## config.mk

```make
export PLATFORM = sky130hd
export DESIGN_NAME = output_clock_distribution_cfg
export DESIGN_NICKNAME = d
export VERILOG_FILES = /design/src/hw/clock_dist_pkg.sv /design/src/hw/channel_divider.sv /design/src/hw/output_clock_distribution_cfg.sv
export SDC_FILE = /design/constraint.sdc
export NUM_CORES = 1
export LEC_CHECK = 0
export BUFFER_PORTS_ARGS = -buffer_cell sky130_fd_sc_hd__buf_2
export CAP_MARGIN = 20
export CORE_MARGIN = 2
export CORE_UTILIZATION = 60
export CTS_BUF_LIST = sky130_fd_sc_hd__clkbuf_4
export DETAILED_ROUTE_END_ITERATION = 10
export GPL_TIMING_DRIVEN = 1
export HOLD_SLACK_MARGIN = 0.1
export PLACE_DENSITY = 0.86
export SLEW_MARGIN = 15
export SYNTH_ARGS = -nofsm -noshare
export SYNTH_HDL_FRONTEND = slang
export SYNTH_HIERARCHICAL = 1
export SYNTH_SLANG_ARGS = --single-unit
```

## constraint.sdc

```tcl
create_clock -name clk -period 4.13 [get_ports clk]
set_input_delay 0.413 -clock clk [delete_from_list [all_inputs] [get_ports clk]]
set_output_delay 0.413 -clock clk [all_outputs]
set_load 0.02 [all_outputs]
```

## src/hw/clock_dist_pkg.sv

```systemverilog
// Package with register map, field layout, reset values and state types of the output clock distribution.
package clock_dist_pkg;

  // ---------------------------------------------------------------------------
  // Register offsets
  // ---------------------------------------------------------------------------
  localparam logic [15:0] FIRST_OUTPUT_PAIR_CONFIG_OFS       = 16'h0501;
  localparam logic [15:0] CHANNEL_ZERO_DIVIDER_LOW_OFS       = 16'h0502;
  localparam logic [15:0] CHANNEL_ZERO_DIVIDER_HIGH_CTRL_OFS = 16'h0503;
  localparam logic [15:0] CHANNEL_ZERO_DIVIDER_PHASE_OFS     = 16'h0504;
  localparam logic [15:0] SECOND_OUTPUT_PAIR_CONFIG_OFS      = 16'h0505;
  localparam logic [15:0] DISTRIBUTION_SPARE_OFS             = 16'h0506;

  // ---------------------------------------------------------------------------
  // Reset values and writable-bit masks
  // ---------------------------------------------------------------------------
  localparam logic [7:0] FIRST_PAIR_RESET  = 8'h10;
  localparam logic [7:0] DIV_LOW_RESET     = 8'h00;
  localparam logic [7:0] DIV_HIGH_RESET    = 8'h00;
  localparam logic [7:0] DIV_PHASE_RESET   = 8'h00;
  localparam logic [7:0] SECOND_PAIR_RESET = 8'h10;
  localparam logic [7:0] DIV_HIGH_MASK     = 8'h0F;
  localparam logic [7:0] DIV_PHASE_MASK    = 8'h3F;
  localparam logic [7:0] SECOND_PAIR_MASK  = 8'h7F;

  // ---------------------------------------------------------------------------
  // Field positions
  // ---------------------------------------------------------------------------
  localparam int CMOS33_BIT     = 7;
  localparam int FORMAT_MSB     = 6;
  localparam int FORMAT_LSB     = 4;
  localparam int POLARITY_MSB   = 3;
  localparam int POLARITY_LSB   = 2;
  localparam int STRENGTH_BIT   = 1;
  localparam int ENABLE_BIT     = 0;
  localparam int POWER_DOWN_BIT = 3;
  localparam int PRESCALER_BIT  = 2;
  localparam int DIV_HIGH_MSB   = 1;
  localparam int PHASE_MSB      = 5;

  // ---------------------------------------------------------------------------
  // Output pair format codes and polarity default
  // ---------------------------------------------------------------------------
  localparam logic [2:0] FMT_POWER_DOWN = 3'h0;
  localparam logic [2:0] FMT_HSTL       = 3'h1;
  localparam logic [2:0] FMT_LVDS       = 3'h2;
  localparam logic [2:0] FMT_CMOS_BOTH  = 3'h4;
  localparam logic [2:0] FMT_CMOS_P     = 3'h5;
  localparam logic [2:0] FMT_CMOS_N     = 3'h6;
  localparam logic [1:0] POL_DEFAULT    = 2'h0;

  // ---------------------------------------------------------------------------
  // Divider states
  // ---------------------------------------------------------------------------
  typedef enum logic [2:0] {
    DIV_OFF  = 3'b001,
    DIV_HOLD = 3'b010,
    DIV_RUN  = 3'b100
  } div_state_t;

endpackage

```

## src/hw/channel_divider.sv

```systemverilog
// Channel divider counting half periods of its input clock, with sync hold and phase preload.
`timescale 1ns/1ns
module channel_divider #(
  parameter int DIV_WIDTH   = 10,
  parameter int PHASE_WIDTH = 6
) (
  input  wire logic                   clk,
  input  wire logic                   rst_n,
  input  wire logic                   halfTick,
  input  wire logic [DIV_WIDTH-1:0]   ratio,
  input  wire logic [PHASE_WIDTH-1:0] phase,
  input  wire logic                   powerDown,
  input  wire logic                   syncMask,
  input  wire logic                   syncPulse,
  output logic                        divClk,
  output logic                        running
);

  // ---------------------------------------------------------------------------
  // State
  // ---------------------------------------------------------------------------
  clock_dist_pkg::div_state_t state_q;
  clock_dist_pkg::div_state_t state_d;
  logic [DIV_WIDTH:0]         cnt_q;
  logic [DIV_WIDTH:0]         cnt_d;
  logic                       clk_d;
  logic [DIV_WIDTH:0]         limit;
  logic [DIV_WIDTH:0]         phaseLoad;

  // One output period is 2*(ratio+1) half periods; offsets past the period clamp to its end.
  always_comb begin
    limit     = {ratio, 1'b1};
    phaseLoad = (DIV_WIDTH + 1)'(phase);
    if (phaseLoad > limit) begin
      phaseLoad = limit;
    end
  end

  // Next state: power down wins, the held divider waits for sync unless masked.
  always_comb begin
    state_d = state_q;
    cnt_d   = cnt_q;
    if (powerDown) begin
      state_d = clock_dist_pkg::DIV_OFF;
      cnt_d   = '0;
    end else begin
      unique case (state_q)
        clock_dist_pkg::DIV_OFF: begin
          state_d = clock_dist_pkg::DIV_HOLD;
          cnt_d   = '0;
        end
        clock_dist_pkg::DIV_HOLD: begin
          if (syncMask) begin
            state_d = clock_dist_pkg::DIV_RUN;
            cnt_d   = '0;
          end else if (syncPulse) begin
            state_d = clock_dist_pkg::DIV_RUN;
            cnt_d   = phaseLoad;
          end
        end
        clock_dist_pkg::DIV_RUN: begin
          if (syncPulse && !syncMask) begin
            cnt_d = phaseLoad;
          end else if (halfTick) begin
            cnt_d = (cnt_q >= limit) ? '0 : cnt_q + 1'b1;
          end
        end
        default: begin
          state_d = clock_dist_pkg::DIV_OFF;
          cnt_d   = '0;
        end
      endcase
    end
    clk_d = (state_d == clock_dist_pkg::DIV_RUN) && (cnt_d <= (DIV_WIDTH + 1)'(ratio));
  end

  // Registers only.
  always_ff @(posedge clk) begin
    if (!rst_n) begin
      state_q <= clock_dist_pkg::DIV_HOLD;
      cnt_q   <= '0;
      divClk  <= 1'b0;
      running <= 1'b0;
    end else begin
      state_q <= state_d;
      cnt_q   <= cnt_d;
      divClk  <= clk_d;
      running <= (state_d == clock_dist_pkg::DIV_RUN);
    end
  end

endmodule

```

## src/hw/output_clock_distribution_cfg.sv

```systemverilog
// Output clock distribution: configuration registers, channel zero divider and two output pairs.
//
// Summary of operation
// - Divide channel zero by ten-bit value plus one.
// - Power-down bit stops channel zero divider.
// - Select bit picks second or first prescaler.
// - After sync, preload phase in half periods.
// - First pair format from three-bit field.
// - Second pair format, same encoding.
// - First pair polarity from two-bit field.
// - Second pair polarity only in CMOS modes.
// - High-voltage CMOS select drives first pair.
// - First pair enable ignored under 3.3 V.
// - First pair drive level bit.
// - Second pair LVDS drive level bit.
// - Second pair enable bit, off after reset.
// - Unmasked divider stays static until sync.
//
// Implementation choice: the strobed register port.
`timescale 1ns/1ns
module output_clock_distribution_cfg #(
  parameter int ADDR_WIDTH  = 16,
  parameter int DIV_WIDTH   = 10,
  parameter int PHASE_WIDTH = 6
) (
  input  wire logic                  clk,
  input  wire logic                  rst_n,
  input  wire logic [ADDR_WIDTH-1:0] regAddr,
  input  wire logic [7:0]            regWrData,
  input  wire logic                  regWrStrobe,
  input  wire logic                  regRdStrobe,
  output logic [7:0]                 regRdData,
  input  wire logic                  firstPrescalerTick,
  input  wire logic                  secondPrescalerTick,
  input  wire logic                  syncPulse,
  input  wire logic                  syncMask,
  output logic                       dividerRunning,
  output logic                       firstPairP,
  output logic                       firstPairN,
  output logic                       firstPairDriverOn,
  output logic                       firstPairCmos33,
  output logic                       firstPairBoost,
  output logic [2:0]                 firstPairMode,
  output logic                       secondPairP,
  output logic                       secondPairN,
  output logic                       secondPairDriverOn,
  output logic                       secondPairBoost,
  output logic [2:0]                 secondPairMode
);

  // ---------------------------------------------------------------------------
  // Helper functions
  // ---------------------------------------------------------------------------

  // A format code is legal unless it is the power-down code or one of the two reserved codes.
  function automatic logic fmtValid(input logic [2:0] fmt);
    fmtValid = (fmt == clock_dist_pkg::FMT_HSTL) || (fmt == clock_dist_pkg::FMT_LVDS) ||
               (fmt == clock_dist_pkg::FMT_CMOS_BOTH) || (fmt == clock_dist_pkg::FMT_CMOS_P) ||
               (fmt == clock_dist_pkg::FMT_CMOS_N);
  endfunction

  // True for the three CMOS codes.
  function automatic logic fmtCmos(input logic [2:0] fmt);
    fmtCmos = (fmt == clock_dist_pkg::FMT_CMOS_BOTH) || (fmt == clock_dist_pkg::FMT_CMOS_P) ||
              (fmt == clock_dist_pkg::FMT_CMOS_N);
  endfunction

  // Polarity: bit one inverts P; N is inverted when both bits agree.
  function automatic logic [1:0] pairLevels(input logic divClkIn, input logic [1:0] pol,
                                            input logic [2:0] fmt, input logic on);
    logic p;
    logic n;
    p = divClkIn ^ pol[1];
    n = divClkIn ^ ~(pol[1] ^ pol[0]);
    if (!on || (fmt == clock_dist_pkg::FMT_CMOS_N)) begin
      p = 1'b0;
    end
    if (!on || (fmt == clock_dist_pkg::FMT_CMOS_P)) begin
      n = 1'b0;
    end
    pairLevels = {p, n};
  endfunction

  // ---------------------------------------------------------------------------
  // Configuration registers
  // ---------------------------------------------------------------------------
  logic [7:0] firstPairCfg_q;
  logic [7:0] firstPairCfg_d;
  logic [7:0] divLow_q;
  logic [7:0] divLow_d;
  logic [7:0] divHigh_q;
  logic [7:0] divHigh_d;
  logic [7:0] divPhase_q;
  logic [7:0] divPhase_d;
  logic [7:0] secondPairCfg_q;
  logic [7:0] secondPairCfg_d;
  logic [7:0] rdData_d;

  // Writes land only in defined bits; the spare register and unmapped addresses swallow them.
  always_comb begin
    firstPairCfg_d  = firstPairCfg_q;
    divLow_d        = divLow_q;
    divHigh_d       = divHigh_q;
    divPhase_d      = divPhase_q;
    secondPairCfg_d = secondPairCfg_q;
    if (regWrStrobe) begin
      unique case (regAddr)
        clock_dist_pkg::FIRST_OUTPUT_PAIR_CONFIG_OFS:
          firstPairCfg_d = regWrData;
        clock_dist_pkg::CHANNEL_ZERO_DIVIDER_LOW_OFS:
          divLow_d = regWrData;
        clock_dist_pkg::CHANNEL_ZERO_DIVIDER_HIGH_CTRL_OFS:
          divHigh_d = regWrData & clock_dist_pkg::DIV_HIGH_MASK;
        clock_dist_pkg::CHANNEL_ZERO_DIVIDER_PHASE_OFS:
          divPhase_d = regWrData & clock_dist_pkg::DIV_PHASE_MASK;
        clock_dist_pkg::SECOND_OUTPUT_PAIR_CONFIG_OFS:
          secondPairCfg_d = regWrData & clock_dist_pkg::SECOND_PAIR_MASK;
        default: ;
      endcase
    end
  end

  // Read mux; the spare register and unknown addresses read zero.
  always_comb begin
    rdData_d = '0;
    if (regRdStrobe) begin
      unique case (regAddr)
        clock_dist_pkg::FIRST_OUTPUT_PAIR_CONFIG_OFS:       rdData_d = firstPairCfg_q;
        clock_dist_pkg::CHANNEL_ZERO_DIVIDER_LOW_OFS:       rdData_d = divLow_q;
        clock_dist_pkg::CHANNEL_ZERO_DIVIDER_HIGH_CTRL_OFS: rdData_d = divHigh_q;
        clock_dist_pkg::CHANNEL_ZERO_DIVIDER_PHASE_OFS:     rdData_d = divPhase_q;
        clock_dist_pkg::SECOND_OUTPUT_PAIR_CONFIG_OFS:      rdData_d = secondPairCfg_q;
        default:                                            rdData_d = '0;
      endcase
    end
  end

  // Register bank and read data; read data stand only in the cycle after the strobe.
  always_ff @(posedge clk) begin
    if (!rst_n) begin
      firstPairCfg_q  <= clock_dist_pkg::FIRST_PAIR_RESET;
      divLow_q        <= clock_dist_pkg::DIV_LOW_RESET;
      divHigh_q       <= clock_dist_pkg::DIV_HIGH_RESET;
      divPhase_q      <= clock_dist_pkg::DIV_PHASE_RESET;
      secondPairCfg_q <= clock_dist_pkg::SECOND_PAIR_RESET;
      regRdData       <= '0;
    end else begin
      firstPairCfg_q  <= firstPairCfg_d;
      divLow_q        <= divLow_d;
      divHigh_q       <= divHigh_d;
      divPhase_q      <= divPhase_d;
      secondPairCfg_q <= secondPairCfg_d;
      regRdData       <= rdData_d;
    end
  end

  // ---------------------------------------------------------------------------
  // Channel zero divider
  // ---------------------------------------------------------------------------
  logic                   halfTick;
  logic [DIV_WIDTH-1:0]   divRatio;
  logic [PHASE_WIDTH-1:0] divPhaseVal;
  logic                   divClk;
  logic                   divRun;

  // Each prescaler tick marks one half period of the divider input clock.
  always_comb begin
    halfTick    = divHigh_q[clock_dist_pkg::PRESCALER_BIT] ? secondPrescalerTick : firstPrescalerTick;
    divRatio    = {divHigh_q[clock_dist_pkg::DIV_HIGH_MSB:0], divLow_q};
    divPhaseVal = divPhase_q[clock_dist_pkg::PHASE_MSB:0];
  end

  channel_divider #(
    .DIV_WIDTH   (DIV_WIDTH),
    .PHASE_WIDTH (PHASE_WIDTH)
  ) u_div0 (
    .clk       (clk),
    .rst_n     (rst_n),
    .halfTick  (halfTick),
    .ratio     (divRatio),
    .phase     (divPhaseVal),
    .powerDown (divHigh_q[clock_dist_pkg::POWER_DOWN_BIT]),
    .syncMask  (syncMask),
    .syncPulse (syncPulse),
    .divClk    (divClk),
    .running   (divRun)
  );

  // ---------------------------------------------------------------------------
  // Output pairs
  // ---------------------------------------------------------------------------
  logic [2:0] fmt0;
  logic [2:0] fmt1;
  logic [1:0] pol1;
  logic       cmos33;
  logic       on0;
  logic       on1;
  logic [1:0] lv0;
  logic [1:0] lv1;

  // Driver controls; reserved codes behave like power-down so nothing toggles.
  always_comb begin
    fmt0   = firstPairCfg_q[clock_dist_pkg::FORMAT_MSB:clock_dist_pkg::FORMAT_LSB];
    fmt1   = secondPairCfg_q[clock_dist_pkg::FORMAT_MSB:clock_dist_pkg::FORMAT_LSB];
    cmos33 = firstPairCfg_q[clock_dist_pkg::CMOS33_BIT] && fmtCmos(fmt0);
    on0    = fmtValid(fmt0) && (cmos33 || firstPairCfg_q[clock_dist_pkg::ENABLE_BIT]);
    on1    = fmtValid(fmt1) && secondPairCfg_q[clock_dist_pkg::ENABLE_BIT];
    pol1   = fmtCmos(fmt1) ?
             secondPairCfg_q[clock_dist_pkg::POLARITY_MSB:clock_dist_pkg::POLARITY_LSB] :
             clock_dist_pkg::POL_DEFAULT;
    lv0    = pairLevels(divClk,
                        firstPairCfg_q[clock_dist_pkg::POLARITY_MSB:clock_dist_pkg::POLARITY_LSB],
                        fmt0, on0 && divRun);
    lv1    = pairLevels(divClk, pol1, fmt1, on1 && divRun);
  end

  // All outputs come from flops; the pin levels lag the divider by one cycle.
  always_ff @(posedge clk) begin
    if (!rst_n) begin
      dividerRunning     <= 1'b0;
      firstPairP         <= 1'b0;
      firstPairN         <= 1'b0;
      firstPairDriverOn  <= 1'b0;
      firstPairCmos33    <= 1'b0;
      firstPairBoost     <= 1'b0;
      firstPairMode      <= clock_dist_pkg::FMT_HSTL;
      secondPairP        <= 1'b0;
      secondPairN        <= 1'b0;
      secondPairDriverOn <= 1'b0;
      secondPairBoost    <= 1'b0;
      secondPairMode     <= clock_dist_pkg::FMT_HSTL;
    end else begin
      dividerRunning     <= divRun;
      firstPairP         <= lv0[1];
      firstPairN         <= lv0[0];
      firstPairDriverOn  <= on0;
      firstPairCmos33    <= cmos33;
      firstPairBoost     <= firstPairCfg_q[clock_dist_pkg::STRENGTH_BIT];
      firstPairMode      <= fmtValid(fmt0) ? fmt0 : clock_dist_pkg::FMT_POWER_DOWN;
      secondPairP        <= lv1[1];
      secondPairN        <= lv1[0];
      secondPairDriverOn <= on1;
      secondPairBoost    <= secondPairCfg_q[clock_dist_pkg::STRENGTH_BIT];
      secondPairMode     <= fmtValid(fmt1) ? fmt1 : clock_dist_pkg::FMT_POWER_DOWN;
    end
  end

endmodule

```

* Word level (Yosys, flattened, before mapping)
Index checks and enable logic that the tools add are counted.
** Word-level totals
- Register bits after elaboration :: 73
- Output and inout port bits :: 24
** Operators by class
- Order comparisons :: 3
- Add/subtract/negate cells :: 1
- Reduce and logical (&&, ||, !) cells :: 39
- Equality and inequality tests :: 19
- Bitwise gates (word level) :: 9
- Multiplexer cells :: 17
** Operators by type and width (count)
- 16-bit by 11-bit == test with 1-bit output (second input constant) :: 5
- 11-bit 2-to-1 mux :: 7
- 8-bit case mux with 5 select lines :: 1
- 3-bit == test (second input constant) :: 8
- 11-bit case mux with 2 select lines :: 1
- 1-bit logical OR :: 17
- 2-bit AND reduction :: 8
- 11-bit by 1-bit adder with 11-bit output (second input constant) :: 1
- 11-bit >= comparator :: 1
- 6-bit by 11-bit > comparator with 1-bit output :: 1
- 11-bit by 10-bit less-or-equal comparator with 1-bit output :: 1
- 3-bit by 1-bit == test with 1-bit output (second input constant) :: 3
- 3-bit by 2-bit == test with 1-bit output (second input constant) :: 3
- 3-bit 2-to-1 mux :: 3
- 3-bit case mux with 3 select lines :: 1
- 2-bit OR reduction :: 4
- 1-bit logical AND :: 7
- 1-bit XOR :: 6
- 1-bit zero test :: 3
- 1-bit 2-to-1 mux :: 3
- 1-bit NOT :: 3
- 2-bit 2-to-1 mux :: 1

* Logic depth before layout (Yosys ltp)
- Word-level depth :: 10
- Depth in mapped cells :: 15

* By module
The synthesis kept the hierarchy.
** Modules (own cells, without submodules)
- output_clock_distribution_cfg :: instances 1, cells an instance 287, seq. area each 1141.1 sq um, area an instance 2638.8 sq um
- channel_divider :: instances 1, cells an instance 221, seq. area each 320.3 sq um, area an instance 1691.6 sq um

* Worst setup path before layout
Ideal clock, no wire load.
- Kind :: reg2reg
- From :: register divLow_q[4]
- To :: register u_div0.divClk
- Path buffers :: 0
- Data arrival time :: 3050 ps
- Path slack :: 952 ps
- Period minus slack after synthesis :: 3178 ps
- Stages on the path, launching flop included :: 16
- Path through :: dfxtp_1 -> inv_1 -> ha_1 -> nand3_1 -> or2_2 -> a31oi_2 -> mux2_2 -> a22oi_1 -> a21oi_1 -> ha_1 -> nor2b_1 -> o211ai_1 -> a211oi_1 -> nor2_1 -> o31ai_1 -> a211oi_2
** Between the ends
- Cells in the longest elaborated chain, start to end :: 8
** Ends and longest elaborated chain
- start, declared :: line output_clock_distribution_cfg.sv:89 : logic [7:0] divLow_q;
- start signal, assigned :: line output_clock_distribution_cfg.sv:142 : divLow_q <= clock_dist_pkg::DIV_LOW_RESET;
- start signal, assigned :: line output_clock_distribution_cfg.sv:149 : divLow_q <= divLow_d;
- 11-bit >= comparator or 6-bit by 11-bit > comparator with 1-bit output (tied branches) :: line channel_divider.sv:65, channel_divider.sv:34
- 11-bit 2-to-1 mux (on tied branches) :: line channel_divider.sv:65, channel_divider.sv:34
- 11-bit 2-to-1 mux (on tied branches) :: line channel_divider.sv:64, channel_divider.sv:56
- 11-bit 2-to-1 mux (on tied branches) :: line channel_divider.sv:62, channel_divider.sv:53
- 11-bit case mux with 2 select lines (*) :: line channel_divider.sv:47 : unique case (state_q)
- 11-bit 2-to-1 mux (*) :: line channel_divider.sv:43 : if (powerDown) begin
- via u_div0.cnt_d[1] :: line channel_divider.sv:25 : logic [DIV_WIDTH:0] cnt_d;
- 11-bit by 10-bit less-or-equal comparator with 1-bit output (*) :: line channel_divider.sv:74 : clk_d = (state_d == clock_dist_pkg::DIV_RUN) && (cnt_d <= (DIV_WIDTH + 1)'(ratio));
- 1-bit logical AND (*) :: line channel_divider.sv:74
- end signal, assigned :: line channel_divider.sv:87 : divClk <= clk_d;
- end, declared :: line channel_divider.sv:15 : output logic divClk,
The timed path passes the listed nets; every way through them passes the cells marked *.
A chain may end at the register's enable or synchronous reset.

* Worst setup path after layout
Same ends and word-level chain as after synthesis.

==> flow_summary.yaml <==
outcome:
  outcome: "finished clean"
floorplan:
  row_count: 30
  die-area_um2: 7910
  io_pins: 56
  start_util_pct: 62.7
  fp.dieW_um: 89.0
  core-area_um2: 6910
  fp.dieH_um: 89.0
clocking:
  holdBufCountCts: 0
  path_clk_slew_ps: 150
  post_cts_resized: 0
  clock_latency_ps: 440
  cts_inserted_buffers: 9
  clk_path_buf_depth: 2
  root_buffer: "clkbuf_4"
  cts.sinks: 73
  htree_levels: 3
  post_cts_buffers: 0
  cts_tree: "built"
global_route:
  grt.overflow.total: 0
  antenna_found_initial: 0
  grt_usage_pct: 30.1
  grt_pass1_vias: 3760
  grt_max_degree: 55
  grt_pass1_wl_um: 18300
yosys:
  yosysWarnings: 6
  synth_edf_count: 0
  yosys.cell_types.count: 62
  synth-simple-area-share_pct: 26.4
  syn-num-nets: 566
  synth_compound_area_share_pct: 21.4
  syn_avg_cell_area_um2: 8.52
  ys_ff_latch: 73
  synthAdderAreaFrac_pct: 7.51
  synth_mux_area_share_pct: 5.11
  seq_area_frac_synth_pct: 33.7
  synth_ff_type: "dfxtp_1"
  ys_async_sr_fraction_pct: 0
  synth.cell_area_um2: 4330
  syn_inst: 508
  synth_top_family_by_area: "simple AND/OR/NAND/NOR gates"
  synth_xor_area_share_pct: 1.21
setup_path:
  cp_cell_sequence: "inv_1 > ha_1 > nand3_1 > or2_2 > a31oi_2 > mux2_2 > a22oi_1 > a21oi_1 > ha_1 > nor2b_1 > o211ai_1 > a211oi_1 > nor2_1 > o31ai_1 > a211oi_2"
  crit_path_max_incr_delay_ps: 400
  path_delay_family: "compound AO/OA/AOI/OAI gates"
  crit_type: "reg -> reg"
  path_common_cell: "ha_1"
  path_buf_inv: 1
  cp-start-kind: "flop"
  cp_max_fo: 7
  arrival_ps: 3900
  worst_ep_required_time_ps: 4450
  cpMaxStageDelayCell: "mux2_2"
  rr_startpoint: "divLow_q[4]"
  critPathCaptureType: "flop"
  cp-startpoint: "divLow_q[4]"
power:
  irDropWorstVdd_v: 0.000190
  p_leak_nw: 1.82
  p_per_area_nw_per_um2: 285
placement:
  portBuffers: 55
  place.gp.congestion: 0.972
  hpwlAfterDp_um: 8230
route:
  drtPass1Iterations: 5
  dr.first_iter.drc_count: 468
  routed_via_density: 6.43
  wl_per_cell_um: 17.5
  vias: 4183
  totalWireLength_um: 11400
  route.detailed.drc: 0
  drtAntennaViolNets: 0
sta:
  clock.fmax_mhz: 279
  finalSetupTns_ps: 0
  min_period_ps: 3580
  finalSetupViolCount: 0
  final_hold_viol_count: 0
  maxSlewViolCount: 0
  rsz0062_at_grt: "no"
  slew-limit-headroom_pct: 41.8
  tightest_slew_ps: 870
  finClkSkew_ps: 21.1
  post-route-period-util_pct: 86.7
layout:
  fin_util_pct: 69.0
  drive_gt1_share_pct: 18.6
  fill_cells: 602
  final_cell_mix: "dfxtp_1 (73), buf_2 (55), nand2_1 (40)"
  multiInputGateArea_um2: 2670
  seq_area_um2: 1460
  layout_commonest_cell: "dfxtp_1"
  diodes: 0
  final_net_count: 608
  area_growth_pct: 10.1
flow_run:
  maxCapViolations: 0
worst_hold_path:
  min-delay-start: "regWrData[7]"
  worstHoldPathType: "in -> reg"
==> report_power, final <==
part / total [W] / switching, W / internal, W
Combinational: 0.000135 / 0.0000845 / 0.0000502
Clock: 0.000496 / 0.000299 / 0.000197
Sequential: 0.000728 / 0.0000146 / 0.000713
Total: 0.00136 / 0.000398 / 0.000960
==> layer usage <==
layer  track usage, %  vias up  routed length, um
li1                 -     1970                  -
met1             44.2     1919               5070
met2             45.5      263               5070
met3             4.89       31               1020
met4             9.23        0                201
met5                0        -                  0
==> cell type report <==
class                      count  area share (%)
clock buffer                   9            1.42
clock inverter                 7            1.76
inverter                      21            1.65
timing repair buffer          57            6.09
multi-input combinational    388            55.9
tap                           96            2.52
sequential                    73            30.6
==> tightest hold or removal path, delay by kind of cell <==
kind	cells	cell delay (ps)
and+or+nand+nor	1	60
buffers and inverters	1	110
AOI/OAI and AO/OA	1	70
==> cell families after synthesis <==
kind of cell	count (synthesis)
compound gates	141
xor+xnor	6
fa+ha+maj	26
buf+inv	47
flops	73
mux	21
simple gates	194
==> worst paths after layout <==
check | endpoint | slack (ps) | cells past startpoint
max | u_div0/divClk | 550 | 15
min | divLow_q[7] | 250 | 3
max reg2reg | u_div0/divClk | 550 | 15
min reg2reg | firstPairBoost | 470 | 2
==> through the flow <==
stage               setup slack, ps  cell area [um2]  power, W  hold slack, ps  instances
finish                          549             4770   0.00136             246        651
global route                    268             4770   0.00140             222        651
CTS                             603             4770   0.00135             239        651
detailed placement              627             4620  0.000874             453        635
global placement                754             4620  0.000869             446        635
floorplan                       952             4330  0.000827             423        508
==> sequential cells by signal, indices dropped and copies added (netlist names), 4 cells and up <==
| name | cells |
|---|---|
| divHigh_q | 4 |
| divLow_q | 8 |
| firstPairCfg_q | 8 |
| secondPairCfg_q | 7 |
| divPhase_q | 6 |
| u_div0/cnt_q | 11 |
| regRdData | 8 |
==> synth_stat cells, types with 3 or more instances <==
cell type / n / area share, %
mux2_2: 9 / 2.3
ha_1: 26 / 7.5
a22oi_1: 8 / 1.4
inv_1: 21 / 1.8
xnor2_1: 4 / 0.81
nand4_1: 29 / 4.2
o21ai_0: 39 / 4.5
dfxtp_1: 73 / 34
clkbuf_1: 12 / 1.0
nor3_1: 10 / 1.2
a21boi_1: 7 / 1.2
and3_1: 8 / 1.2
buf_2: 7 / 0.81
nor2_1: 25 / 2.2
nand3_1: 13 / 1.5
nand2b_1: 8 / 1.2
or2_2: 5 / 0.72
a21boi_0: 18 / 3.1
a21oi_1: 26 / 3.0
or3_1: 5 / 0.72
nand3b_1: 6 / 1.0
nor4_1: 3 / 0.43
and2_1: 10 / 1.4
o211ai_1: 7 / 1.2
nor3b_1: 4 / 0.69
buf_4: 4 / 0.69
a31oi_1: 7 / 1.0
o2111ai_1: 3 / 0.61
nand2_1: 40 / 3.5
mux2i_1: 12 / 2.8
nor2b_1: 10 / 1.4
a32oi_1: 5 / 1.0
Power figures use the tool's default switching activity.
